## src/shared/lpuch_pkg.sv

```systemverilog
// Constants, types and helpers shared by the post-update load/store and cache hint decoder
package lpuch_pkg;

	// ---------------------------------------------------------------
	// Instruction encodings
	// ---------------------------------------------------------------
	localparam logic [7:0] OPCODE_READ_POST_UPDATE  = 8'h5A; // Arbitrary value
	localparam logic [7:0] OPCODE_WRITE_POST_UPDATE = 8'h5B; // Arbitrary value
	localparam logic [7:0] OPCODE_CACHE_HINT        = 8'h5C; // Arbitrary value
	localparam logic [5:0] NULL_REGISTER            = 6'h00;
	localparam logic [3:0] HINT_ZERO_BITS           = 4'h0;
	localparam logic       DIR_FLUSH                = 1'b0;
	localparam logic       DIR_PREFETCH             = 1'b1;
	localparam logic       ENDIAN_BIG               = 1'b1;

	typedef enum logic [2:0] {
		LVL_DATA_L1  = 3'h0,
		LVL_INSN_L1  = 3'h1,
		LVL_UNIFIED  = 3'h2,
		LVL_UNUSED   = 3'h3,
		LVL_OFFCHIP  = 3'h4,
		LVL_LOCAL    = 3'h5,
		LVL_GLOBAL   = 3'h6,
		LVL_VIRTUAL  = 3'h7
	} lpuch_level_t;

	// ---------------------------------------------------------------
	// Register port map
	// ---------------------------------------------------------------
	localparam logic [3:0] REG_CTRL       = 4'h0;
	localparam logic [3:0] REG_STATUS     = 4'h4;
	localparam int         CTRL_COMP_BIT  = 0;
	localparam int         CTRL_PF_BIT    = 1;
	localparam logic [1:0] CTRL_RESET     = 2'h3;
	localparam int         STAT_BUSY_BIT  = 0;
	localparam int         STAT_STALL_BIT = 1;
	localparam int         STAT_ALIGN_BIT = 2;
	localparam int         STAT_PAGE_BIT  = 3;
	localparam int         ADD_SPLIT      = 32;

	// ---------------------------------------------------------------
	// Carriers
	// ---------------------------------------------------------------
	typedef struct packed {
		logic [7:0] opcode;
		logic [1:0] size;
		logic       endian;
		logic [2:0] hint;
		logic [5:0] stride_idx;
		logic [5:0] ptr_idx;
		logic [5:0] data_idx;
	} lpuch_instr_t;

	typedef struct packed {
		logic       be;
		logic [1:0] size;
		logic [5:0] idx;
	} lpuch_tag_t;

	typedef struct packed {
		logic        valid;
		logic        write;
		logic        prefetch;
		logic [63:0] addr;
		logic [1:0]  size;
		logic [63:0] wdata;
		logic [2:0]  hint;
		lpuch_tag_t  tag;
	} lpuch_mem_req_t;

	typedef struct packed {
		logic        we;
		logic [5:0]  idx;
		logic [63:0] data;
	} lpuch_wb_t;

	typedef struct packed {
		logic        valid;
		logic        prefetch;
		logic [63:0] addr;
	} lpuch_probe_t;

	typedef struct packed {
		logic         valid;
		logic         dir;
		logic         lock;
		logic         comp;
		lpuch_level_t level;
		logic [63:0]  start;
		logic [63:0]  len;
	} lpuch_hint_t;

	// ---------------------------------------------------------------
	// Helpers
	// ---------------------------------------------------------------
	function automatic logic lpuch_misaligned(input logic [2:0] a, input logic [1:0] sz);
		logic [2:0] m;
		case (sz)
			2'h0: m = 3'h0;
			2'h1: m = 3'h1;
			2'h2: m = 3'h3;
			default: m = 3'h7;
		endcase
		return |(a & m);
	endfunction : lpuch_misaligned

	// Keeps the low item of the given size, byte-reversed when big endian
	function automatic logic [63:0] lpuch_swap(input logic [63:0] d, input logic [1:0] sz,
		input logic be);
		logic [63:0] r;
		int n;
		r = '0;
		n = 1 << sz;
		for (int i = 0; i < 8; i++) begin
			if (i < n) begin
				r[8*i +: 8] = be ? d[8*(n-1-i) +: 8] : d[8*i +: 8];
			end
		end
		return r;
	endfunction : lpuch_swap

endpackage : lpuch_pkg

```

## src/verilog/lpuch_decoder.sv

```systemverilog
// Decoder and sequencer for post-update load/store and the cache hint instruction
//
// Design decisions made here: the plain strobed port and the placing of the registers.

module lpuch_decoder (
	// Clock and reset
	input  wire logic                      clk_i,
	input  wire logic                      rst_b_i,
	// Instruction issue
	input  wire logic                      ins_valid_i,
	input  wire logic [31:0]               ins_i,
	output logic                           ins_ready_o,
	// Register file operands
	input  wire logic [63:0]               ptr_i,
	input  wire logic [63:0]               stride_i,
	input  wire logic                      stride_zero_i,
	input  wire logic [63:0]               data_i,
	// Translator lookup of the current pointer and probe of the new one
	input  wire logic                      map_hit_i,
	output lpuch_pkg::lpuch_probe_t        probe_o,
	// Memory buffer
	input  wire logic                      buf_free_i,
	output lpuch_pkg::lpuch_mem_req_t      mem_req_o,
	input  wire logic                      mem_rvalid_i,
	input  wire lpuch_pkg::lpuch_tag_t     mem_rtag_i,
	input  wire logic [63:0]               mem_rdata_i,
	// Register write-back
	output lpuch_pkg::lpuch_wb_t           rd_wr_o,
	output lpuch_pkg::lpuch_wb_t           ptr_wr_o,
	// Faults
	output logic                           align_fault_o,
	output logic                           page_fault_o,
	output logic                           illegal_o,
	// Cache hierarchy
	output lpuch_pkg::lpuch_hint_t         hint_o,
	input  wire logic                      hint_done_i,
	// Register port
	input  wire logic [3:0]                reg_addr_i,
	input  wire logic [31:0]               reg_wdata_i,
	input  wire logic                      reg_wr_i,
	input  wire logic                      reg_rd_i,
	output logic [31:0]                    reg_rdata_o
);

	// ---------------------------------------------------------------
	// Decode
	// ---------------------------------------------------------------
	typedef enum logic [1:0] {
		HS_IDLE = 2'b01,
		HS_BUSY = 2'b10
	} lpuch_hstate_t;

	lpuch_pkg::lpuch_instr_t ins;
	lpuch_hstate_t           hint_st_q;
	logic                    ready_q;
	logic [1:0]              ctrl_q;
	logic [1:0]              fault_kind_q;
	logic                    take;
	logic                    is_rd;
	logic                    is_wr;
	logic                    is_ch;
	logic                    ld_st;
	logic                    null_ld;
	logic                    mis;
	logic                    flt_a;
	logic                    flt_p;
	logic                    go;
	logic                    upd;
	logic                    ch_ok;
	logic [63:0]             ptr_sum;

	assign ins     = ins_i;
	assign take    = ins_valid_i & ready_q;
	assign is_rd   = ins.opcode == lpuch_pkg::OPCODE_READ_POST_UPDATE;
	assign is_wr   = ins.opcode == lpuch_pkg::OPCODE_WRITE_POST_UPDATE;
	assign is_ch   = ins.opcode == lpuch_pkg::OPCODE_CACHE_HINT;
	assign ld_st   = take & (is_rd | is_wr);
	assign null_ld = is_rd & (ins.data_idx == lpuch_pkg::NULL_REGISTER);
	assign mis     = lpuch_pkg::lpuch_misaligned(ptr_i[2:0], ins.size);
	// Alignment is checked first and masks the page fault
	assign flt_a   = ld_st & ~null_ld & mis;
	assign flt_p   = ld_st & ~null_ld & ~mis & ~map_hit_i;
	// A prefetch that would fault is dropped quietly
	assign go      = ld_st & ~mis & map_hit_i;
	assign upd     = go & ~stride_zero_i;
	assign ch_ok   = ins.stride_idx[3:0] == lpuch_pkg::HINT_ZERO_BITS;
	assign ptr_sum = ptr_i + stride_i;

	// ---------------------------------------------------------------
	// Issue control
	// ---------------------------------------------------------------
	// A hint taken now keeps decode closed until it finishes
	always_ff @(posedge clk_i or negedge rst_b_i) begin
		if (!rst_b_i) begin
			ready_q <= 1'b0;
		end else begin
			ready_q <= buf_free_i & (hint_st_q == HS_IDLE) & ~(take & is_ch);
		end
	end

	// ---------------------------------------------------------------
	// Memory request
	// ---------------------------------------------------------------
	always_ff @(posedge clk_i or negedge rst_b_i) begin
		if (!rst_b_i) begin
			mem_req_o <= '0;
		end else begin
			mem_req_o.valid    <= go & (~null_ld | ctrl_q[lpuch_pkg::CTRL_PF_BIT]);
			mem_req_o.write    <= is_wr;
			mem_req_o.prefetch <= null_ld;
			mem_req_o.addr     <= ptr_i;
			mem_req_o.size     <= ins.size;
			mem_req_o.wdata    <= lpuch_pkg::lpuch_swap(data_i, ins.size, ins.endian);
			mem_req_o.hint     <= ins.hint;
			mem_req_o.tag.be   <= ins.endian;
			mem_req_o.tag.size <= ins.size;
			mem_req_o.tag.idx  <= is_wr ? lpuch_pkg::NULL_REGISTER : ins.data_idx;
		end
	end

	// ---------------------------------------------------------------
	// Load write-back
	// ---------------------------------------------------------------
	always_ff @(posedge clk_i or negedge rst_b_i) begin
		if (!rst_b_i) begin
			rd_wr_o <= '0;
		end else begin
			rd_wr_o.we   <= mem_rvalid_i & (mem_rtag_i.idx != lpuch_pkg::NULL_REGISTER);
			rd_wr_o.idx  <= mem_rtag_i.idx;
			rd_wr_o.data <= lpuch_pkg::lpuch_swap(mem_rdata_i, mem_rtag_i.size,
				mem_rtag_i.be);
		end
	end

	// ---------------------------------------------------------------
	// Pointer update: two adder stages, then the translator stage
	// ---------------------------------------------------------------
	logic                          a1_v_q;
	logic                          a1_ld_q;
	logic [5:0]                    a1_idx_q;
	logic [lpuch_pkg::ADD_SPLIT:0] a1_lo_q;
	logic [63:0]                   a1_hi_q;
	logic [5:0]                    a2_idx_q;

	always_ff @(posedge clk_i or negedge rst_b_i) begin
		if (!rst_b_i) begin
			a1_v_q   <= 1'b0;
			a1_ld_q  <= 1'b0;
			a1_idx_q <= '0;
			a1_lo_q  <= '0;
			a1_hi_q  <= '0;
		end else begin
			a1_v_q   <= upd;
			a1_ld_q  <= is_rd;
			a1_idx_q <= ins.ptr_idx;
			a1_lo_q  <= {1'b0, ptr_i[lpuch_pkg::ADD_SPLIT-1:0]}
				+ {1'b0, stride_i[lpuch_pkg::ADD_SPLIT-1:0]};
			a1_hi_q  <= {ptr_i[63:lpuch_pkg::ADD_SPLIT], stride_i[63:lpuch_pkg::ADD_SPLIT]};
		end
	end

	// Upper half adds the saved carry; the carry out is dropped so the pointer wraps
	always_ff @(posedge clk_i or negedge rst_b_i) begin
		if (!rst_b_i) begin
			probe_o  <= '0;
			a2_idx_q <= '0;
		end else begin
			probe_o.valid    <= a1_v_q;
			probe_o.prefetch <= a1_ld_q & ctrl_q[lpuch_pkg::CTRL_PF_BIT];
			probe_o.addr     <= {a1_hi_q[63:lpuch_pkg::ADD_SPLIT]
				+ a1_hi_q[lpuch_pkg::ADD_SPLIT-1:0]
				+ {31'h0, a1_lo_q[lpuch_pkg::ADD_SPLIT]},
				a1_lo_q[lpuch_pkg::ADD_SPLIT-1:0]};
			a2_idx_q         <= a1_idx_q;
		end
	end

	always_ff @(posedge clk_i or negedge rst_b_i) begin
		if (!rst_b_i) begin
			ptr_wr_o <= '0;
		end else begin
			ptr_wr_o.we   <= probe_o.valid;
			ptr_wr_o.idx  <= a2_idx_q;
			ptr_wr_o.data <= probe_o.addr;
		end
	end

	// ---------------------------------------------------------------
	// Faults
	// ---------------------------------------------------------------
	always_ff @(posedge clk_i or negedge rst_b_i) begin
		if (!rst_b_i) begin
			align_fault_o <= 1'b0;
			page_fault_o  <= 1'b0;
			illegal_o     <= 1'b0;
			fault_kind_q  <= '0;
		end else begin
			align_fault_o <= flt_a;
			page_fault_o  <= flt_p;
			illegal_o     <= take & is_ch & ~ch_ok;
			if (flt_a | flt_p) begin
				fault_kind_q <= {flt_p, flt_a};
			end
		end
	end

	// ---------------------------------------------------------------
	// Cache hint
	// ---------------------------------------------------------------
	logic ch_go;

	// Unused level code is accepted but not acted on
	assign ch_go = take & is_ch & ch_ok
		& (lpuch_pkg::lpuch_level_t'({ins.hint[0], ins.stride_idx[5:4]})
		!= lpuch_pkg::LVL_UNUSED);

	always_ff @(posedge clk_i or negedge rst_b_i) begin
		if (!rst_b_i) begin
			hint_o <= '0;
		end else begin
			hint_o.valid <= ch_go;
			hint_o.dir   <= ins.endian;
			hint_o.lock  <= ins.hint[2];
			hint_o.comp  <= ins.hint[1] & ctrl_q[lpuch_pkg::CTRL_COMP_BIT];
			hint_o.level <= lpuch_pkg::lpuch_level_t'({ins.hint[0],
				ins.stride_idx[5:4]});
			hint_o.start <= ptr_i;
			hint_o.len   <= data_i;
		end
	end

	always_ff @(posedge clk_i or negedge rst_b_i) begin
		if (!rst_b_i) begin
			hint_st_q <= HS_IDLE;
		end else begin
			case (hint_st_q)
				HS_IDLE: begin
					if (ch_go) begin
						hint_st_q <= HS_BUSY;
					end
				end
				HS_BUSY: begin
					if (hint_done_i) begin
						hint_st_q <= HS_IDLE;
					end
				end
				default: begin
					hint_st_q <= HS_IDLE;
				end
			endcase
		end
	end

	// ---------------------------------------------------------------
	// Register port
	// ---------------------------------------------------------------
	always_ff @(posedge clk_i or negedge rst_b_i) begin
		if (!rst_b_i) begin
			ctrl_q <= lpuch_pkg::CTRL_RESET;
		end else if (reg_wr_i && reg_addr_i == lpuch_pkg::REG_CTRL) begin
			ctrl_q <= reg_wdata_i[1:0];
		end
	end

	always_ff @(posedge clk_i or negedge rst_b_i) begin
		if (!rst_b_i) begin
			reg_rdata_o <= '0;
		end else begin
			reg_rdata_o <= '0;
			if (reg_rd_i) begin
				case (reg_addr_i)
					lpuch_pkg::REG_CTRL: begin
						reg_rdata_o[1:0] <= ctrl_q;
					end
					lpuch_pkg::REG_STATUS: begin
						reg_rdata_o[lpuch_pkg::STAT_BUSY_BIT]  <= hint_st_q == HS_BUSY;
						reg_rdata_o[lpuch_pkg::STAT_STALL_BIT] <= ~ready_q;
						reg_rdata_o[lpuch_pkg::STAT_ALIGN_BIT] <= fault_kind_q[0];
						reg_rdata_o[lpuch_pkg::STAT_PAGE_BIT]  <= fault_kind_q[1];
					end
					default: begin
						reg_rdata_o <= '0;
					end
				endcase
			end
		end
	end

	assign ins_ready_o = ready_q;
endmodule : lpuch_decoder

```

## config.mk

```make
export PLATFORM = sky130hd
export DESIGN_NAME = lpuch_decoder
export DESIGN_NICKNAME = d
export VERILOG_FILES = /design/src/shared/lpuch_pkg.sv /design/src/verilog/lpuch_decoder.sv
export SDC_FILE = /design/constraint.sdc
export NUM_CORES = 1
export LEC_CHECK = 0
export BUFFER_PORTS_ARGS = -buffer_cell sky130_fd_sc_hd__buf_2
export CORE_AREA = 2 2 336 338
export DETAILED_ROUTE_END_ITERATION = 12
export DIE_AREA = 0 0 338 340
export PLACE_DENSITY = 0.39
export SLEW_MARGIN = 40
export SYNTH_ARGS = -nofsm -noshare
export SYNTH_HDL_FRONTEND = slang
export SYNTH_SLANG_ARGS = --single-unit
```

## constraint.sdc

```tcl
create_clock -name clk_i -period 2.95 [get_ports clk_i]
set_clock_uncertainty 0.1 [all_clocks]
set_input_delay 0.295 -clock clk_i [delete_from_list [all_inputs] [get_ports clk_i]]
set_output_delay 0.295 -clock clk_i [all_outputs]
set_load 0.02 [all_outputs]
```

==> results <==
- The wire length per cell is 21.3 um.
- The area added between synthesis and finish is 45.4%.
- The count of buffers inserted at the top-level ports is 808.
- After synthesis the netlist holds a flip-flop and latch count of 512.
- The placer congestion estimate is 0.867.
- For this run, the top clock speed supported by timing is 352 MHz.
- The distinct cell type count after synthesis is 72.
- The final period demand of the worst path is 2.84 ns.
- The slew at the pin with the worst max-slew slack is 0.700 ns.
- The core region is 112000 um2.
- Dividing total power by cell area gives a power density of 599 nW/um2.
- In this run the clock root is driven by a clkbuf_16.
- The switching power is 0.00646 W.
- dfrtp_1 takes more of the synthesized area than any other cell.
- The number of standard cells after synthesis is 1877.
- Counting along the longest clock path gives a buffer depth of 3.
- The layout has 11400 filler cells.
- The depth of the worst register-to-register path is 13.
- By area the synthesized netlist is led by dfrtp_1, mux4_2, ha_1, buf_4, mux2i_1.
- For this design the top-level I/O count stands at 867.
- The run finished with clean final reports.
- Sorting the synthesized cells by how often they occur yields dfrtp_1, nand2_1, buf_4, mux4_2, a21oi_1.
- The worst IR drop on VDD is 0.447 mV.
- The element type at the critical path end is a flip-flop.
- The post-layout instance count excluding filler cells is 4514.
- In this run, synthesis inferred 0 flip-flops with an integrated enable.
- The critical path startpoint category is a primary input.
- The global-route wire length before repair is 138 mm.
- The required time at the worst-slack endpoint is 3.40 ns.
- The design draws 0.0208 W.
- The via count of the first global-routing pass is 20400.
- The CTS clock-pin slew for the worst setup and hold paths is 0.06 ns.
- The share of total power dissipated in sequential elements is 0.396.
- The share of total power dissipated in the clock network is 0.371.
- The TritonCTS clock tree is built.
- The number of rows created at floorplan is 123.
- The share of the synthesized area in the top cell type is 0.532.
- The latest clock arrival within the worst-skew pair is 0.64 ns.
- The per-instance average area after synthesis is 12.7 um2.
- The mapped netlist covers 23900 um2.
- The die covers 115000 um2.
- For the worst setup path, the data arrival time is 3.30 ns.
- Of all nets on the critical path, the largest fanout is 2.
- The internal reg-to-reg setup slack is 0.13 ns.
- The proportion of register bits with asynchronous set or reset after synthesis is 1.00.
- Detailed placement finished with a half-perimeter wire length of 74.2 mm.
- The total internal power is 0.0144 W.
- The total wirelength of the detailed-routed design is 96.1 mm.
- For this run, the total global-route usage over all layers was measured as 0.161.
- The final hold violation count is 0.
- Of the total power, the share spent switching nets is 0.310.
- The startpoint of the most critical register-to-register path is a1_hi_q[0].
- The width of the die is 338 um.
- Counting every sink on the clock net gives 512.
- The type of the setup path with the least slack is in -> reg.
- Clock tree synthesis inserted a total of 60 buffers.
- The tightest min-delay check is of the in -> async type.
- The number of antenna violations at the first check in global routing is 10.
- In the post-synthesis netlist, the cell with the most instances is dfrtp_1.
- The depth of the CTS H-tree is 2.
- The share of the Yosys chip area taken by registers is 0.536.
- The number of pins with negative max-slew slack in the final report came to 0.
- The via density per instance is 4.36.
- The global route total overflow is 0.
- In the final layout, the share of cells above drive strength 1 is 0.396.
- In the routed design, unresolved DRC markers number 0.
- The first detailed-routing pass took 5 iterations.
- The detail route stage leaves a number of antenna-violating nets equal to 0.
- The number of vias after detailed routing is 19700.
- For this block, the initial DRC count from the detailed router was 1339.
- The footprint of the multi-input gates is 9890 um2.
- The number of setup violations in the final report is 0.
- Of the total power, combinational logic draws 0.233.
- After detailed placement, the design holds a cell count of 4104.
- The end of the worst register-to-register path is probe_o[60].
- The final period utilization is 0.964.
- The relative slew slack is 0.533.
- The tool flagged a number of max-cap violations equal to 0.
- The footprint of the flip-flops and latches is 12800 um2.
- Among all flip-flop cells after synthesis, the most frequent one is dfrtp_1.
- The die span in y is 340 um.
- For this run, the number of Yosys warnings is 0.
- Entering global routing, the biggest net connects 51 pins.
- The analysis attributes to cell leakage a power of 16.8 nW.
- The initial utilization of the core area, before any placement, comes to 0.214.
- The final-stage net count is 3393.
[metrics by stage]
stage / hold slack (ns) / utilization / setup WS, ns / TNS, ns / instance area (um2)
after floorplan: -0.101 / - / 0.0353 / 0 / 24000
after global routing: 0.0347 / 0.312 / -0.0114 / -0.0114 / 34800
after CTS: 0.00122 / 0.310 / 0.00489 / 0 / 34600
after global placement: 0.233 / 0.265 / -0.202 / -1.53 / 29600
final: 0.0423 / 0.312 / 0.108 / 0 / 34800
after detailed placement: 0.129 / 0.266 / -0.195 / -1.73 / 29600
[layer usage]
layer | vias to the layer above | GRT usage | part of all wire
li1 | 8797 | - | -
met1 | 9975 | 0.206 | 0.41
met2 | 791 | 0.276 | 0.50
met3 | 126 | 0.0342 | 0.067
met4 | 0 | 0.0396 | 0.022
met5 | - | 0 | 0
[logic make-up after synthesis]
| logic type | count (synthesis) | synth area share |
|---|---|---|
| mux | 215 | 0.156 |
| fa+ha+maj | 87 | 0.0464 |
| simple gates | 381 | 0.0753 |
| compound gates | 361 | 0.103 |
| other cells | 1 | 0.000157 |
| buf+inv | 260 | 0.0618 |
| flops | 512 | 0.536 |
| xor+xnor | 60 | 0.0220 |
[power by group through the flow]
stage	registers, W	logic, W	clock network, W
2_1_floorplan	0.00893	0.00184	0
3_3_place_gp	0.00839	0.00452	0
3_5_place_dp	0.00839	0.00452	0
4_1_cts	0.00828	0.00487	0.00803
5_1_grt	0.00833	0.00521	0.00832
6_report	0.00825	0.00486	0.00774
[sequential cells by signal, indices dropped and copies added, names as in the netlist, 4 cells and up]
name         flops
hint_o         133
mem_req_o       77
ptr_wr_o        71
rd_wr_o         71
probe_o         66
a1_hi_q         33
a1_lo_q         33
a1_idx_q         6
a2_idx_q         6
reg_rdata_o      4
[final cells by class]
type / instances / area share
tap: 1500 / 0.0540
multi-input combinational: 1132 / 0.284
timing repair buffer: 1214 / 0.229
antenna: 5 / 0.000360
clock inverter: 24 / 0.00964
clock buffer: 84 / 0.0495
sequential: 512 / 0.368
inverter: 43 / 0.00464
[cells in the final DEF (no fill, tap or decap), drive strengths merged, types with 44 or more instances in the layout]
cell,count
a21oi,115
nand2,135
mux2i,81
o211a,50
clkbuf,84
ha,84
buf,922
mux4,125
o21ai,54
inv,44
dfrtp,509
dlygate4sd3,292
nor2,100
[critical path, stage by stage]
cell,delay [ns]
dlygate4sd3_1,0.56
buf_2,0.16
fa_1,0.46
a21oi_2,0.14
buf_4,0.12
o22ai_1,0.13
o31ai_2,0.38
o41ai_2,0.13
buf_4,0.15
a21oi_2,0.16
a311oi_1,0.11
buf_4,0.15
a31oi_1,0.19
xnor2_1,0.14
[worst max path at each step]
| stage | start | to | slack, ns | cells after the start |
|---|---|---|---|---|
| final | ptr_i[1] | a1_lo_q[30] | 0.11 | 14 |
| after global routing | a1_hi_q[0] | probe_o[56] | -0.01 | 13 |
| after CTS | hint_o[96] | probe_o[60] | 0.005 | 13 |
| after detailed placement | ptr_i[0] | a1_lo_q[32] | -0.19 | 12 |
| after global placement | ptr_i[0] | a1_lo_q[32] | -0.20 | 12 |
| after floorplan | ins_i[22] | mem_req_o[36] | 0.04 | 12 |
[timing repair]
action / in CTS / in global routing
buffers inserted: 0 / 5
resized for setup: 7 / 19
pin swaps: 0 / 8
hold endpoints to repair: 608 / 0
endpoints found under the setup margin: 11 / 17
hold buffers: 292 / 0
Note: power is estimated with default switching activity, not from simulation.
